### src/rtl/slc_pkg.sv
// Constants, field layout and encodings of the synthesizer configuration registers.
// Assumes a single ref_clk domain; all pins are synchronised by the user of this package.
//
// What this block does
// - Low-power bits 4, 2, 0: output buffer, demux, reference buffer; 1 = low.
// - Calibration register bit 26 set applies dithering to modulator output.
// - Bits 23:22 pick modulator order: 00 third, 01 second, 10 first, 11 fourth.
// - Bit 20 enables calibration auto-restart; some variants need it kept zero.
// - Bits 19:18 choose oscillator from lowest to highest, test use only.
// - Bits 17:13 select one oscillator sub-band, 0 to 31, test use only.
// - Bit 12 enables temperature compensation of calibration.
// - Bits 11:10 give pre-charge slots as code plus one, 1 to 4.
// - Bit 9 set adds two calibration slots for accuracy; default zero.
// - Bits 8:0 divide calibrator clock by 1 to 511; zero means 511.
// - Output register bit 25 set puts shared lock/read pin in high impedance.
// - Bit 24 picks shared pin driver: 0 open-drain, 1 push-pull.
// - Bit 23 clear gives read data on shared pin in reads; set blocks reads.
// - Bits 22:21 pick pin source: lock, oscillator divider, calibrator divider, quick clock.
// - Bit 19 set enables cycle-slip feature, clear keeps it off.
// - Bit 18 set enables quick acquire using the shared switch pin.
// - Bits 17:13 give pump current code used only during quick acquire slot.
// - Bits 12:0 give quick acquire slot length in detector cycles, 1 to 8191.
// - Lock indicator high when locked if polarity zero, low when locked if one.

package slc_pkg;

    ////////////////////////////////////////////////////////////////////////////
    // Serial frame: read flag, four address bits, then data MSB first
    localparam int         REG_W        = 27;
    localparam int         ADDR_W       = 4;
    localparam logic [5:0] HDR_LEN      = 6'h05;
    localparam logic [5:0] FRAME_LEN    = 6'h20;
    localparam int         SYNC_N       = 8;

    localparam logic [ADDR_W-1:0] ADDR_LOW_POWER = 4'h5;
    localparam logic [ADDR_W-1:0] ADDR_CAL_MOD   = 4'h6;
    localparam logic [ADDR_W-1:0] ADDR_FAST_PIN  = 4'h7;

    localparam logic [REG_W-1:0] REG_RESET  = 27'h0000000;

    ////////////////////////////////////////////////////////////////////////////
    // Low-power control fields
    localparam int LP_OUTBUF = 4;
    localparam int LP_DEMUX  = 2;
    localparam int LP_REFBUF = 0;

    ////////////////////////////////////////////////////////////////////////////
    // Calibration and modulator fields
    localparam int CM_DITHER   = 26;
    localparam int CM_SRC_OFF  = 25;
    localparam int CM_SNK_OFF  = 24;
    localparam int CM_ORD_HI   = 23;
    localparam int CM_ORD_LO   = 22;
    localparam int CM_AUTO     = 20;
    localparam int CM_OSC_HI   = 19;
    localparam int CM_OSC_LO   = 18;
    localparam int CM_SUB_HI   = 17;
    localparam int CM_SUB_LO   = 13;
    localparam int CM_TEMP     = 12;
    localparam int CM_PRE_HI   = 11;
    localparam int CM_PRE_LO   = 10;
    localparam int CM_ACC      = 9;
    localparam int CM_DIV_HI   = 8;
    localparam int CM_DIV_LO   = 0;

    localparam logic [8:0] CAL_DIV_MAX  = 9'h1FF;
    localparam logic [8:0] CAL_DIV_ZERO = 9'h000;
    localparam logic [1:0] EXTRA_SLOTS  = 2'h2;
    localparam logic [1:0] NO_SLOTS     = 2'h0;

    ////////////////////////////////////////////////////////////////////////////
    // Quick acquire and shared pin fields
    localparam int FP_HIZ      = 25;
    localparam int FP_DRIVE    = 24;
    localparam int FP_RD_OFF   = 23;
    localparam int FP_SEL_HI   = 22;
    localparam int FP_SEL_LO   = 21;
    localparam int FP_PROT_OFF = 20;
    localparam int FP_SLIP     = 19;
    localparam int FP_QA_EN    = 18;
    localparam int FP_CUR_HI   = 17;
    localparam int FP_CUR_LO   = 13;
    localparam int FP_DUR_HI   = 12;
    localparam int FP_DUR_LO   = 0;

    typedef enum logic [1:0] {
        ORDER_THIRD  = 2'h0,
        ORDER_SECOND = 2'h1,
        ORDER_FIRST  = 2'h2,
        ORDER_FOURTH = 2'h3
    } slc_order_t;

    typedef enum logic [1:0] {
        PIN_LOCK    = 2'h0,
        PIN_OSC_DIV = 2'h1,
        PIN_CAL_DIV = 2'h2,
        PIN_QA_CLK  = 2'h3
    } slc_pin_src_t;

    // Dither sequence seed, any non-zero value works
    localparam logic [15:0] LFSR_SEED = 16'hACE1;

endpackage

### src/rtl/slc_counter.sv
// Programmable tick counter: free-running divider or one-shot slot timer.
// Assumes tick and start are synchronous to clk; limit may change at any time.

module slc_counter
    import slc_pkg::*;
#(
    parameter int W        = 9,
    parameter bit ONE_SHOT = 1'b0
) (
    // Clock and reset
    input  wire logic         clk,
    input  wire logic         rstn,
    // Control
    input  wire logic         start,
    input  wire logic         tick,
    input  wire logic [W-1:0] limit,
    // Status
    output logic              busy,
    output logic              done,
    output logic              level
);

    localparam logic [W-1:0] ONE = W'(1);

    logic [W-1:0] cnt_ff;
    logic         busy_ff;
    logic         done_ff;
    logic         level_ff;

    wire          active   = ONE_SHOT ? busy_ff : 1'b1;
    wire          step     = tick & active;
    wire          last     = step & (cnt_ff >= limit);
    wire          restart  = ONE_SHOT & start;
    wire [W-1:0]  nxt_cnt  = restart ? ONE : (last ? ONE : (step ? cnt_ff + ONE : cnt_ff));
    // A fresh start wins over the slot ending in the same cycle
    wire          nxt_busy = ONE_SHOT ? (restart | (busy_ff & ~last)) : 1'b1;
    wire          nxt_done = last & ~restart;

    always_ff @(posedge clk or negedge rstn) begin
        if (!rstn) begin
            cnt_ff   <= ONE;
            busy_ff  <= 1'b0;
            done_ff  <= 1'b0;
            level_ff <= 1'b0;
        end else begin
            cnt_ff   <= nxt_cnt;
            busy_ff  <= nxt_busy;
            done_ff  <= nxt_done;
            level_ff <= level_ff ^ nxt_done;
        end
    end

    assign busy  = busy_ff;
    assign done  = done_ff;
    assign level = level_ff;

endmodule

### src/rtl/slc_regs.sv
// Configuration registers for low power, calibration, modulator and quick acquire.
// Assumes the serial host pins and monitored signals arrive asynchronously to ref_clk.

module slc_regs
    import slc_pkg::*;
#(
    parameter int DIV_W = 9,
    parameter int DUR_W = 13
) (
    // Clock and reset
    input  wire logic             ref_clk,
    input  wire logic             rstn,
    // Serial host pins
    input  wire logic             serialClk,
    input  wire logic             serialDataIn,
    input  wire logic             serialSelectN,
    // Shared lock / read data pin
    output logic                  lockOrReadDataPinOut,
    output logic                  lockOrReadDataPinOeN,
    // Monitored signals
    input  wire logic             lockRaw,
    input  wire logic             oscDividerClk,
    input  wire logic             detectorClk,
    input  wire logic             lockIndicatorPolarity,
    input  wire logic             quickAcquireTrigger,
    // Low power controls
    output logic                  secondOutputBufferLowPower,
    output logic                  outputDemultiplexerLowPower,
    output logic                  referenceBufferLowPower,
    // Calibration and modulator controls
    output logic                  pumpSourceTestOff,
    output logic                  pumpSinkTestOff,
    output logic [1:0]            modulatorOrder,
    output logic                  ditherBit,
    output logic                  calibrationAutoRestart,
    output logic [1:0]            oscillatorSelect,
    output logic [4:0]            oscillatorSubband,
    output logic                  tempCompEnable,
    output logic [2:0]            tuningPrechargeSlots,
    output logic [1:0]            calibrationExtraSlots,
    output logic                  calibratorTick,
    // Quick acquire and cycle slip controls
    output logic                  cycleSlipEnable,
    output logic                  digitalRegulatorProtectionOff,
    output logic                  quickAcquireActive,
    output logic [4:0]            quickAcquirePumpCurrent,
    output logic                  secondOutputOffOrQuickSwitchPin
);

    ////////////////////////////////////////////////////////////////////////////
    // Pin synchronisers
    logic [SYNC_N-1:0] syncA_ff;
    logic [SYNC_N-1:0] syncB_ff;
    logic              sclkPrev_ff;
    logic              csnPrev_ff;
    logic              detPrev_ff;
    logic              trigPrev_ff;

    wire [SYNC_N-1:0]  pinRaw = {1'b0, quickAcquireTrigger, lockIndicatorPolarity, detectorClk,
                                 oscDividerClk, lockRaw, serialDataIn, serialClk};
    wire               sclkS  = syncB_ff[0];
    wire               sdiS   = syncB_ff[1];
    wire               lockS  = syncB_ff[2];
    wire               oscS   = syncB_ff[3];
    wire               detS   = syncB_ff[4];
    wire               polS   = syncB_ff[5];
    wire               trigS  = syncB_ff[6];

    // Select idles high so it needs its own reset value
    logic              csnA_ff;
    logic              csnS;

    always_ff @(posedge ref_clk or negedge rstn) begin
        if (!rstn) begin
            syncA_ff <= '0;
            syncB_ff <= '0;
            csnA_ff  <= 1'b1;
            csnS     <= 1'b1;
        end else begin
            syncA_ff <= pinRaw;
            syncB_ff <= syncA_ff;
            csnA_ff  <= serialSelectN;
            csnS     <= csnA_ff;
        end
    end

    always_ff @(posedge ref_clk or negedge rstn) begin
        if (!rstn) begin
            sclkPrev_ff <= 1'b0;
            csnPrev_ff  <= 1'b1;
            detPrev_ff  <= 1'b0;
            trigPrev_ff <= 1'b0;
        end else begin
            sclkPrev_ff <= sclkS;
            csnPrev_ff  <= csnS;
            detPrev_ff  <= detS;
            trigPrev_ff <= trigS;
        end
    end

    wire sclkRise = sclkS & ~sclkPrev_ff & ~csnS;
    wire sclkFall = ~sclkS & sclkPrev_ff & ~csnS;
    wire csnRise  = csnS & ~csnPrev_ff;
    wire detRise  = detS & ~detPrev_ff;
    wire trigRise = trigS & ~trigPrev_ff;

    ////////////////////////////////////////////////////////////////////////////
    // Serial frame shifter
    logic [31:0]      shiftIn_ff;
    logic [5:0]       bitCnt_ff;
    logic             reading_ff;
    logic [REG_W-1:0] readShift_ff;
    logic [REG_W-1:0] lowPower_ff;
    logic [REG_W-1:0] calMod_ff;
    logic [REG_W-1:0] fastPin_ff;

    wire [ADDR_W-1:0] rdAddr     = {shiftIn_ff[2:0], sdiS};
    wire              rdStart    = sclkRise & (bitCnt_ff == HDR_LEN - 6'h01) & shiftIn_ff[3];
    // Reads are refused while the read-off bit FP_RD_OFF (bit 23) is set
    wire              rdAllowed  = ~fastPin_ff[FP_RD_OFF];
    wire [REG_W-1:0]  rdValue    = (rdAddr == ADDR_LOW_POWER) ? lowPower_ff :
                                   (rdAddr == ADDR_CAL_MOD)   ? calMod_ff   :
                                   (rdAddr == ADDR_FAST_PIN)  ? fastPin_ff  : REG_RESET;
    wire [5:0]        nxt_bitCnt = csnS ? 6'h00 :
                                   (sclkRise && bitCnt_ff != FRAME_LEN) ? bitCnt_ff + 6'h01 : bitCnt_ff;
    wire              shiftOut   = sclkFall & reading_ff & (bitCnt_ff > HDR_LEN);

    always_ff @(posedge ref_clk or negedge rstn) begin
        if (!rstn) begin
            shiftIn_ff   <= 32'h00000000;
            bitCnt_ff    <= 6'h00;
            reading_ff   <= 1'b0;
            readShift_ff <= REG_RESET;
        end else begin
            shiftIn_ff   <= sclkRise ? {shiftIn_ff[30:0], sdiS} : shiftIn_ff;
            bitCnt_ff    <= nxt_bitCnt;
            reading_ff   <= csnS ? 1'b0 : (reading_ff | (rdStart & rdAllowed));
            readShift_ff <= rdStart ? rdValue : (shiftOut ? {readShift_ff[REG_W-2:0], 1'b0} : readShift_ff);
        end
    end

    ////////////////////////////////////////////////////////////////////////////
    // Register write decode
    wire              frameDone = csnRise & (bitCnt_ff == FRAME_LEN) & ~shiftIn_ff[31];
    wire [ADDR_W-1:0] wrAddr    = shiftIn_ff[30:27];
    wire [REG_W-1:0]  wrData    = shiftIn_ff[REG_W-1:0];
    wire              writeLp   = frameDone & (wrAddr == ADDR_LOW_POWER);
    wire              writeCal  = frameDone & (wrAddr == ADDR_CAL_MOD);
    wire              writeFast = frameDone & (wrAddr == ADDR_FAST_PIN);

    wire [REG_W-1:0]  nxt_lowPower = writeLp   ? wrData : lowPower_ff;
    wire [REG_W-1:0]  nxt_calMod   = writeCal  ? wrData : calMod_ff;
    wire [REG_W-1:0]  nxt_fastPin  = writeFast ? wrData : fastPin_ff;

    always_ff @(posedge ref_clk or negedge rstn) begin
        if (!rstn) begin
            lowPower_ff <= REG_RESET;
            calMod_ff   <= REG_RESET;
            fastPin_ff  <= REG_RESET;
        end else begin
            lowPower_ff <= nxt_lowPower;
            calMod_ff   <= nxt_calMod;
            fastPin_ff  <= nxt_fastPin;
        end
    end

    ////////////////////////////////////////////////////////////////////////////
    // Calibration and modulator derived controls
    logic [15:0]      lfsr_ff;
    logic             dither_ff;
    logic [DIV_W-1:0] calDivEff_ff;
    logic [2:0]       precharge_ff;
    logic [1:0]       extraSlots_ff;

    wire [DIV_W-1:0]  calDivField  = calMod_ff[CM_DIV_HI:CM_DIV_LO];
    wire [1:0]        preField     = calMod_ff[CM_PRE_HI:CM_PRE_LO];
    wire [DIV_W-1:0]  nxt_calDiv   = (calDivField == CAL_DIV_ZERO) ? CAL_DIV_MAX : calDivField;
    wire [2:0]        nxt_pre      = {1'b0, preField} + 3'h1;
    wire [1:0]        nxt_extra    = calMod_ff[CM_ACC] ? EXTRA_SLOTS : NO_SLOTS;
    wire [15:0]       nxt_lfsr     = {lfsr_ff[14:0], lfsr_ff[15] ^ lfsr_ff[13] ^ lfsr_ff[12] ^ lfsr_ff[10]};
    wire              nxt_dither   = calMod_ff[CM_DITHER] & lfsr_ff[0];

    always_ff @(posedge ref_clk or negedge rstn) begin
        if (!rstn) begin
            lfsr_ff       <= LFSR_SEED;
            dither_ff     <= 1'b0;
            calDivEff_ff  <= CAL_DIV_MAX;
            precharge_ff  <= 3'h1;
            extraSlots_ff <= NO_SLOTS;
        end else begin
            lfsr_ff       <= nxt_lfsr;
            dither_ff     <= nxt_dither;
            calDivEff_ff  <= nxt_calDiv;
            precharge_ff  <= nxt_pre;
            extraSlots_ff <= nxt_extra;
        end
    end

    logic calDone;
    logic calLevel;
    slc_counter #(.W(DIV_W), .ONE_SHOT(1'b0)) calDivider (
        .clk   (ref_clk),
        .rstn  (rstn),
        .start (1'b0),
        .tick  (1'b1),
        .limit (calDivEff_ff),
        .busy  (),
        .done  (calDone),
        .level (calLevel)
    );

    ////////////////////////////////////////////////////////////////////////////
    // Quick acquire slot timer, counted in detector clock cycles
    logic qaBusy;
    wire  qaStart = trigRise & fastPin_ff[FP_QA_EN];

    slc_counter #(.W(DUR_W), .ONE_SHOT(1'b1)) quickSlot (
        .clk   (ref_clk),
        .rstn  (rstn),
        .start (qaStart),
        .tick  (detRise),
        .limit (fastPin_ff[FP_DUR_HI:FP_DUR_LO]),
        .busy  (qaBusy),
        .done  (),
        .level ()
    );

    logic       qaActive_ff;
    logic [4:0] qaCurrent_ff;
    logic       qaSwitch_ff;

    always_ff @(posedge ref_clk or negedge rstn) begin
        if (!rstn) begin
            qaActive_ff  <= 1'b0;
            qaCurrent_ff <= 5'h00;
            qaSwitch_ff  <= 1'b0;
        end else begin
            qaActive_ff  <= qaBusy;
            qaCurrent_ff <= qaBusy ? fastPin_ff[FP_CUR_HI:FP_CUR_LO] : 5'h00;
            qaSwitch_ff  <= qaBusy & fastPin_ff[FP_QA_EN];
        end
    end

    ////////////////////////////////////////////////////////////////////////////
    // Shared pin: source select, read override, driver type
    logic pinOut_ff;
    logic pinOeN_ff;

    wire  lockShown = lockS ^ polS;
    wire [1:0] pinSel = fastPin_ff[FP_SEL_HI:FP_SEL_LO];
    wire  srcValue  = (pinSel == PIN_LOCK)    ? lockShown :
                      (pinSel == PIN_OSC_DIV) ? oscS      :
                      (pinSel == PIN_CAL_DIV) ? calLevel  : detS;
    wire  readMode  = reading_ff & rdAllowed & ~csnS;
    wire  pinValue  = readMode ? readShift_ff[REG_W-1] : srcValue;
    wire  hiZ       = fastPin_ff[FP_HIZ];
    wire  pushPull  = fastPin_ff[FP_DRIVE];
    // open-drain drives only the low level
    wire  nxt_oeN   = hiZ | (~pushPull & pinValue);
    wire  nxt_out   = ~hiZ & pushPull & pinValue;

    always_ff @(posedge ref_clk or negedge rstn) begin
        if (!rstn) begin
            pinOut_ff <= 1'b0;
            pinOeN_ff <= 1'b1;
        end else begin
            pinOut_ff <= nxt_out;
            pinOeN_ff <= nxt_oeN;
        end
    end

    ////////////////////////////////////////////////////////////////////////////
    // Outputs
    assign lockOrReadDataPinOut            = pinOut_ff;
    assign lockOrReadDataPinOeN            = pinOeN_ff;
    assign secondOutputBufferLowPower      = lowPower_ff[LP_OUTBUF];
    assign outputDemultiplexerLowPower     = lowPower_ff[LP_DEMUX];
    assign referenceBufferLowPower         = lowPower_ff[LP_REFBUF];
    assign pumpSourceTestOff               = calMod_ff[CM_SRC_OFF];
    assign pumpSinkTestOff                 = calMod_ff[CM_SNK_OFF];
    assign modulatorOrder                  = calMod_ff[CM_ORD_HI:CM_ORD_LO];
    assign ditherBit                       = dither_ff;
    assign calibrationAutoRestart          = calMod_ff[CM_AUTO];
    assign oscillatorSelect                = calMod_ff[CM_OSC_HI:CM_OSC_LO];
    assign oscillatorSubband               = calMod_ff[CM_SUB_HI:CM_SUB_LO];
    assign tempCompEnable                  = calMod_ff[CM_TEMP];
    assign tuningPrechargeSlots            = precharge_ff;
    assign calibrationExtraSlots           = extraSlots_ff;
    assign calibratorTick                  = calDone;
    assign cycleSlipEnable                 = fastPin_ff[FP_SLIP];
    // Stored and passed on; host keeps it zero
    assign digitalRegulatorProtectionOff   = fastPin_ff[FP_PROT_OFF];
    assign quickAcquireActive              = qaActive_ff;
    assign quickAcquirePumpCurrent         = qaCurrent_ff;
    assign secondOutputOffOrQuickSwitchPin = qaSwitch_ff;
endmodule

### config.mk
export PLATFORM = sky130hd
export DESIGN_NAME = slc_regs
export DESIGN_NICKNAME = d
export VERILOG_FILES = /design/src/rtl/slc_pkg.sv /design/src/rtl/slc_counter.sv /design/src/rtl/slc_regs.sv
export SDC_FILE = /design/constraint.sdc
export NUM_CORES = 1
export LEC_CHECK = 0
export BUFFER_PORTS_ARGS = -buffer_cell sky130_fd_sc_hd__clkbuf_2
export CAP_MARGIN = 10
export CORE_MARGIN = 4
export CORE_UTILIZATION = 35
export CTS_CLUSTER_DIAMETER = 120
export DETAILED_ROUTE_END_ITERATION = 6
export PLACE_DENSITY = 0.53
export SETUP_SLACK_MARGIN = 0.4
export SLEW_MARGIN = 20
export SYNTH_ARGS = -nofsm -noshare
export SYNTH_HDL_FRONTEND = slang
export SYNTH_SLANG_ARGS = --single-unit
### constraint.sdc
create_clock -name ref_clk -period 1.9 [get_ports ref_clk]
set_input_delay 0.19 -clock ref_clk [delete_from_list [all_inputs] [get_ports ref_clk]]
set_output_delay 0.19 -clock ref_clk [all_outputs]
set_load 0.03 [all_outputs]
Word level (Yosys, flattened, before mapping)
Index checks and enable logic that the tools add are counted.
- ROM bits: 0
- output and inout bits: 34
- register bits after elaboration: 232
- input bits: 10
- memory bits (writable): 0
- bits in latches: 0
- logic and storage cells: 120
- memories kept: 0
- multiply operators: 0
- multiplexer cells: 19
- equal/unequal tests: 11
- add/sub/neg operators: 4
- shifts and indexed selects: 0
- magnitude comparators: 3
- div/mod/pow operators: 0
- reductions and logical operators: 6
- bitwise logic cells: 47
- operators by type and width (cell ; count):
    $mux W27 ; 5
    $mux W13 ; 3
    $and A1 B1 Y1 ; 28
    $eq A4 B3 Y1 const B ; 6
    $mux W9 ; 2
    $add A13 B1 Y13 const B ; 1
    $ge A13 B13 Y1 ; 1
    $mux W6 ; 2
    $not A1 Y1 ; 11
    $add A9 B1 Y9 const B ; 1
    $ge A9 B9 Y1 ; 1
    $logic_not A9 Y1 ; 1
    $add A6 B1 Y6 const B ; 1
    $eq A6 B3 Y1 const B ; 1
    $eq A6 B6 Y1 const B ; 1
    $gt A6 B3 Y1 const B ; 1
    $ne A6 B6 Y1 const B ; 1
    $mux W1 ; 5
    $mux W5 ; 1
    $xor A1 B1 Y1 ; 5
    $reduce_bool A2 Y1 ; 2
    $add A2 B1 Y3 const B ; 1
    $or A1 B1 Y1 ; 3
    $reduce_bool A3 Y1 ; 1
    other kinds (5) ; 5

Logic depth before layout (Yosys ltp)
- word-level depth: 8
- mapped depth: 9
- mapped depth without buffers: 8

Modules after synthesis
A second synthesis with hierarchy kept.
- cell total of the unflattened synthesis: 798
- area total of the unflattened synthesis: 10418.7 um2
- by module, submodules not included (module ; cells an instance ; area an instance (um2) ; times used ; seq. area each (um2)):
    slc_regs ; 583 ; 8518.2 ; 1 ; 5182.5
    slc_counter at quickSlot ; 130 ; 1147.4 ; 1 ; 401.6
    slc_counter at calDivider ; 85 ; 753.2 ; 1 ; 301.5

Worst setup path before layout
No wires, ideal clock.
- path kind: flip-flop to flip-flop
- from: register bitCnt_ff[0]
- to: register calMod_ff[11]
- required time: 1.775 ns
- slack: -0.147 ns
- data arrival time: 1.922 ns
- cell stages (with the launch flop): 9
- clock period less this slack: 2.047 ns
- buffers on the path: 1
- setup time: 0.125 ns
- cell sequence: dfrtp_1 inv_1 ha_1 nor2b_1 and3_1 nand3_2 nor3_4 buf_6 mux2_2
- longest elaborated chain between the ends: 4
- ends and longest elaborated chain (element ; RTL line ; RTL):
    start, declared ; slc_regs.sv:110 ; logic [5:0] bitCnt_ff;
    start signal, assigned ; slc_regs.sv:136 ; bitCnt_ff <= nxt_bitCnt;
    $eq A6 B6 Y1 ; slc_regs.sv:144 ; wire frameDone = csnRise & (bitCnt_ff == FRAME_LEN) & ~shiftIn_ff[31];
    $and A1 B1 Y1 (2 in a row) ; slc_regs.sv:144 ;
    $and A1 B1 Y1 ; slc_regs.sv:148 ; wire writeCal = frameDone & (wrAddr == ADDR_CAL_MOD);
    end signal, assigned ; slc_regs.sv:162 ; calMod_ff <= nxt_calMod;
    end, declared ; slc_regs.sv:114 ; logic [REG_W-1:0] calMod_ff;
Every way passes these cells.
A chain may end at the register's enable or synchronous reset.

Worst setup path in the final report
- from: register bitCnt_ff[1]
- to: register readShift_ff[2]
- longest elaborated chain between the ends: 4
- elaborated cells between the ends (all ways): 7
- classes of those cells: order compare: 1; eq/ne: 1; mux: 1; bitwise: 3; reduce/logical: 1
- ends and longest elaborated chain (element ; RTL line ; RTL):
    branches (longest 4 deep; another with $gt A6 B3 Y1) ; -- ;
    end signal, assigned ; slc_regs.sv:138 ; readShift_ff <= rdStart ? rdValue : (shiftOut ? {readShift_ff[REG_W-2:0], 1'b0} : readShift_ff);
    end, declared ; slc_regs.sv:112 ; logic [REG_W-1:0] readShift_ff;
Parallel ways; which one is timed is not known.

==> run_results.csv <==
group,metric,value,unit
layout,multi_input_area,4663,sq um
critical_path,path_cells,"inv_2, ha_2, nor3b_2, buf_4, o41ai_4, buf_6, clkbuf_16, mux2_4, o21a_1",
sta,rsz0062_at_grt,"true",
die,rows,61,
routing,drc,0,
routing,ant_nets,0,
hold_path,hold_path.class,"in2async",
power,peakVddDrop,548.0,uV
critical_path,r2r_cells,9,
synth,synth.largest_area_cell,"dfrtp_1",
sta,fin_skew,0.007481,ns
grt,antenna_found_initial,0,
placement,port_buffers,42,
routing,wl_per_cell,18.31,um
power,power.total,0.01093,W
synth,ys_warn_count,0,
die,die-area,31330,sq um
layout,nets,966,
synth,syn_inst,801,
layout,fillers,2499,
synth,synth_cell_types,49,
synth,avgSynthCellArea,12.48,sq um
layout,final_common_cell,"dfrtp_1",
flow_run,max_cap_violations,0,
synth,async_flop_share,100.0,%
layout,finalNonFillerCells,1323,
critical_path,crit_buf_inv,4,
synth,syn_area,9998,sq um
sta,tns,-7.591,ns
critical_path,r2r_end,"readShift_ff[2]$_DFFE_PN0P_",
sta,finalCritPeriodShare,107.0,%
critical_path,crit_path_end_kind,"flip-flop",
clocking,cts_max_level,1,
grt,grt_pass1_vias,6603,
synth,synth-edff-count,0,
routing,vias,6458,
critical_path,critical_path_depth,9,
layout,drive_above_1_share,45.29,%
sta,timing_hold_violations_final,0,
die,initial_core_util,35.69,%
critical_path,cp_top_family,"buffers and inverters",
synth,synthFlopType,"dfrtp_1",
die,io_pins,44,
layout,layout_common_cells,"dfrtp_1 (207), mux2_4 (86), mux2_2 (51), nor2_1 (46), o21ai_0 (42)",
layout,n_antenna_cell,0,
sta,setup_ws,-0.1338,ns
placement,placed_cells,1226,
critical_path,required,2.30,ns
critical_path,arrival,2.44,ns
die,core_area,28010,sq um
synth,synth_area_leaders,"dfrtp_1 (52%), mux2_2 (15%), dfstp_2 (6.3%), ha_1 (3.6%), a21oi_1 (2.5%)",
critical_path,crit_path_max_fanout,7,
die,chipWidth,177.0,um
grt,grt_pass1_wl,36650,um
sta,finalCriticalPeriod,2.034,ns
outcome,status,"finished, violations left",
power,power_density,817.9,nW/um^2
sta,max_slew_margin,62.18,%
clocking,path_clk_slew,0.06,ns
layout,syn2layout_area_growth,33.63,%
clocking,cts_tree,"done",
critical_path,cp_slowest_stage_delay,0.39,ns
layout,regArea,5811,sq um
grt,grt_usage,14.46,%
routing,drt-total-wl,24230,um
routing,post_drt_via_cell_ratio,4.881,
routing,firstDrtPassIters,5,
critical_path,path_class,"reg2reg",
synth,yosysSeqAreaShare,58.12,%
clocking,clock_path_buffers,3,
critical_path,startpoint_type,"flip-flop",
sta,slew_viol_final,0,
grt,overflow,0,
placement,dp_hpwl,13660,um
placement,pre_cts_ws,-0.1454,ns
power,leakagePower,6.351,nW
outcome,failed_checks,"negative setup slack",
clocking,clock-root-buffer,"clkbuf_16",
sta,finalSetupViolCount,80,
critical_path,slowest_stage,"dfrtp_1",
clocking,numCtsBuffers,25,
critical_path,regToRegSetupSlack,-0.13,ns
clocking,insertion_delay,0.51,ns
clocking,cts_sinks,231,
synth,yosysTopAreaCellShare,51.81,%
grt,grt_max_degree,57,
synth,synth_nets,840,
sta,tightest_slew,0.5673,ns
synth,synth-seq-cells,231,
routing,drtIter0Drc,369,
die,die_h,177.0,um
critical_path,r2r_start,"bitCnt_ff[1]$_DFFE_PN0P_",
placement,globalplace.congestion,0.7638,
sta,fmax,491.7,MHz
registers in the layout, indices dropped and copies added, names as in the netlist, 5 cells and up:
register / cells
bitCnt_ff: 6
calDivEff_ff: 9
calDivider.cnt_ff: 9
calMod_ff: 27
fastPin_ff: 27
lfsr_ff: 16
lowPower_ff: 27
quickAcquirePumpCurrent: 5
quickSlot.cnt_ff: 13
readShift_ff: 27
shiftIn_ff: 32
syncA_ff: 7
syncB_ff: 7
layer usage:
layer | vias up | wire length, um | global-route usage [%]
met5 | - | 0 | 0
met4 | 0 | 522 | 3.063
met3 | 42 | 938 | 2.457
met2 | 93 | 10980 | 22.61
met1 | 3302 | 11780 | 21.31
li1 | 3021 | - | -
area by class of cell:
type                       count  area share [%]
clock buffer                  34           5.310
timing repair buffer         138           10.95
clock inverter                11           1.021
sequential                   231           43.49
tap                          378           3.540
multi-input combinational    503           34.90
inverter                      28          0.7867
metrics by stage:
| stage | utilization (%) | cell area [sq um] | hold WS, ns |
|---|---|---|---|
| floorplan | - | 10170 | -0.1056 |
| detailed placement | 39.61 | 11090 | 0.1588 |
| finish | 47.70 | 13360 | 0.2050 |
| CTS | 45.35 | 12700 | 0.2066 |
| global route | 47.70 | 13360 | 0.2426 |
| global placement | 39.61 | 11090 | 0.1510 |
cell families (layout without fill, tap and decap cells):
kind of cell	Yosys count	after routing	synth area share (%)
fa+ha+maj	29	29	3.629
simple gates	182	183	9.486
other cells	1	1	0.03751
flops	231	231	58.12
compound gates	125	126	7.058
buf+inv	69	211	3.729
xor+xnor	25	25	2.190
mux	139	139	15.76
cells in the mapped netlist (5+ instances only):
| master | number |
|---|---|
| a21oi_1 | 50 |
| and2_1 | 8 |
| and3_1 | 5 |
| buf_2 | 12 |
| buf_4 | 12 |
| buf_6 | 7 |
| clkbuf_1 | 9 |
| dfrtp_1 | 207 |
| dfstp_2 | 24 |
| ha_1 | 29 |
| inv_1 | 28 |
| mux2_1 | 5 |
| mux2_2 | 132 |
| nand2_1 | 33 |
| nand3_1 | 12 |
| nand4_1 | 11 |
| nor2_1 | 59 |
| nor2b_1 | 18 |
| o21a_1 | 14 |
| o21ai_0 | 50 |
| or2_2 | 9 |
| xnor2_1 | 7 |
| xor2_1 | 18 |
worst register-to-register path: cells and delay by family (launching register included):
family,cells,cell delay [ns]
buffers and inverters,4,0.62
DFF,1,0.39
AOI/OAI and AO/OA,2,0.38
muxes,1,0.31
adders and majority gates,1,0.18
and+or+nand+nor,1,0.04
power by group:
part / switching [W] / leakage [nW] / internal [W]
combinational: 0.000414 / 2.86 / 0.000362
clock: 0.00194 / 0.419 / 0.00302
sequential: 0.000164 / 3.08 / 0.00503
total: 0.00252 / 6.35 / 0.00841
repair_timing:
item,in CTS,in global routing
endpoints found under the setup margin,170,172
gates resized for setup,91,93
gates cloned,5,8
endpoints found under the hold margin,71,0
hold buffers,9,0
pin swaps,30,30
buffers inserted,16,14
how the worst max path moves through the flow:
stage / endpoint / startpoint / slack, ns
2_1_floorplan: calMod_ff[11]$_DFFE_PN0P_ / bitCnt_ff[0]$_DFFE_PN0P_ / -0.12
3_3_place_gp: lowPower_ff[15]$_DFFE_PN0P_ / bitCnt_ff[1]$_DFFE_PN0P_ / -0.12
3_5_place_dp: lowPower_ff[12]$_DFFE_PN0P_ / bitCnt_ff[1]$_DFFE_PN0P_ / -0.15
4_1_cts: readShift_ff[5]$_DFFE_PN0P_ / bitCnt_ff[1]$_DFFE_PN0P_ / -0.12
5_1_grt: readShift_ff[13]$_DFFE_PN0P_ / bitCnt_ff[1]$_DFFE_PN0P_ / -0.21
6_report: readShift_ff[2]$_DFFE_PN0P_ / bitCnt_ff[1]$_DFFE_PN0P_ / -0.13
Note: power is estimated with default switching activity, not from simulation.
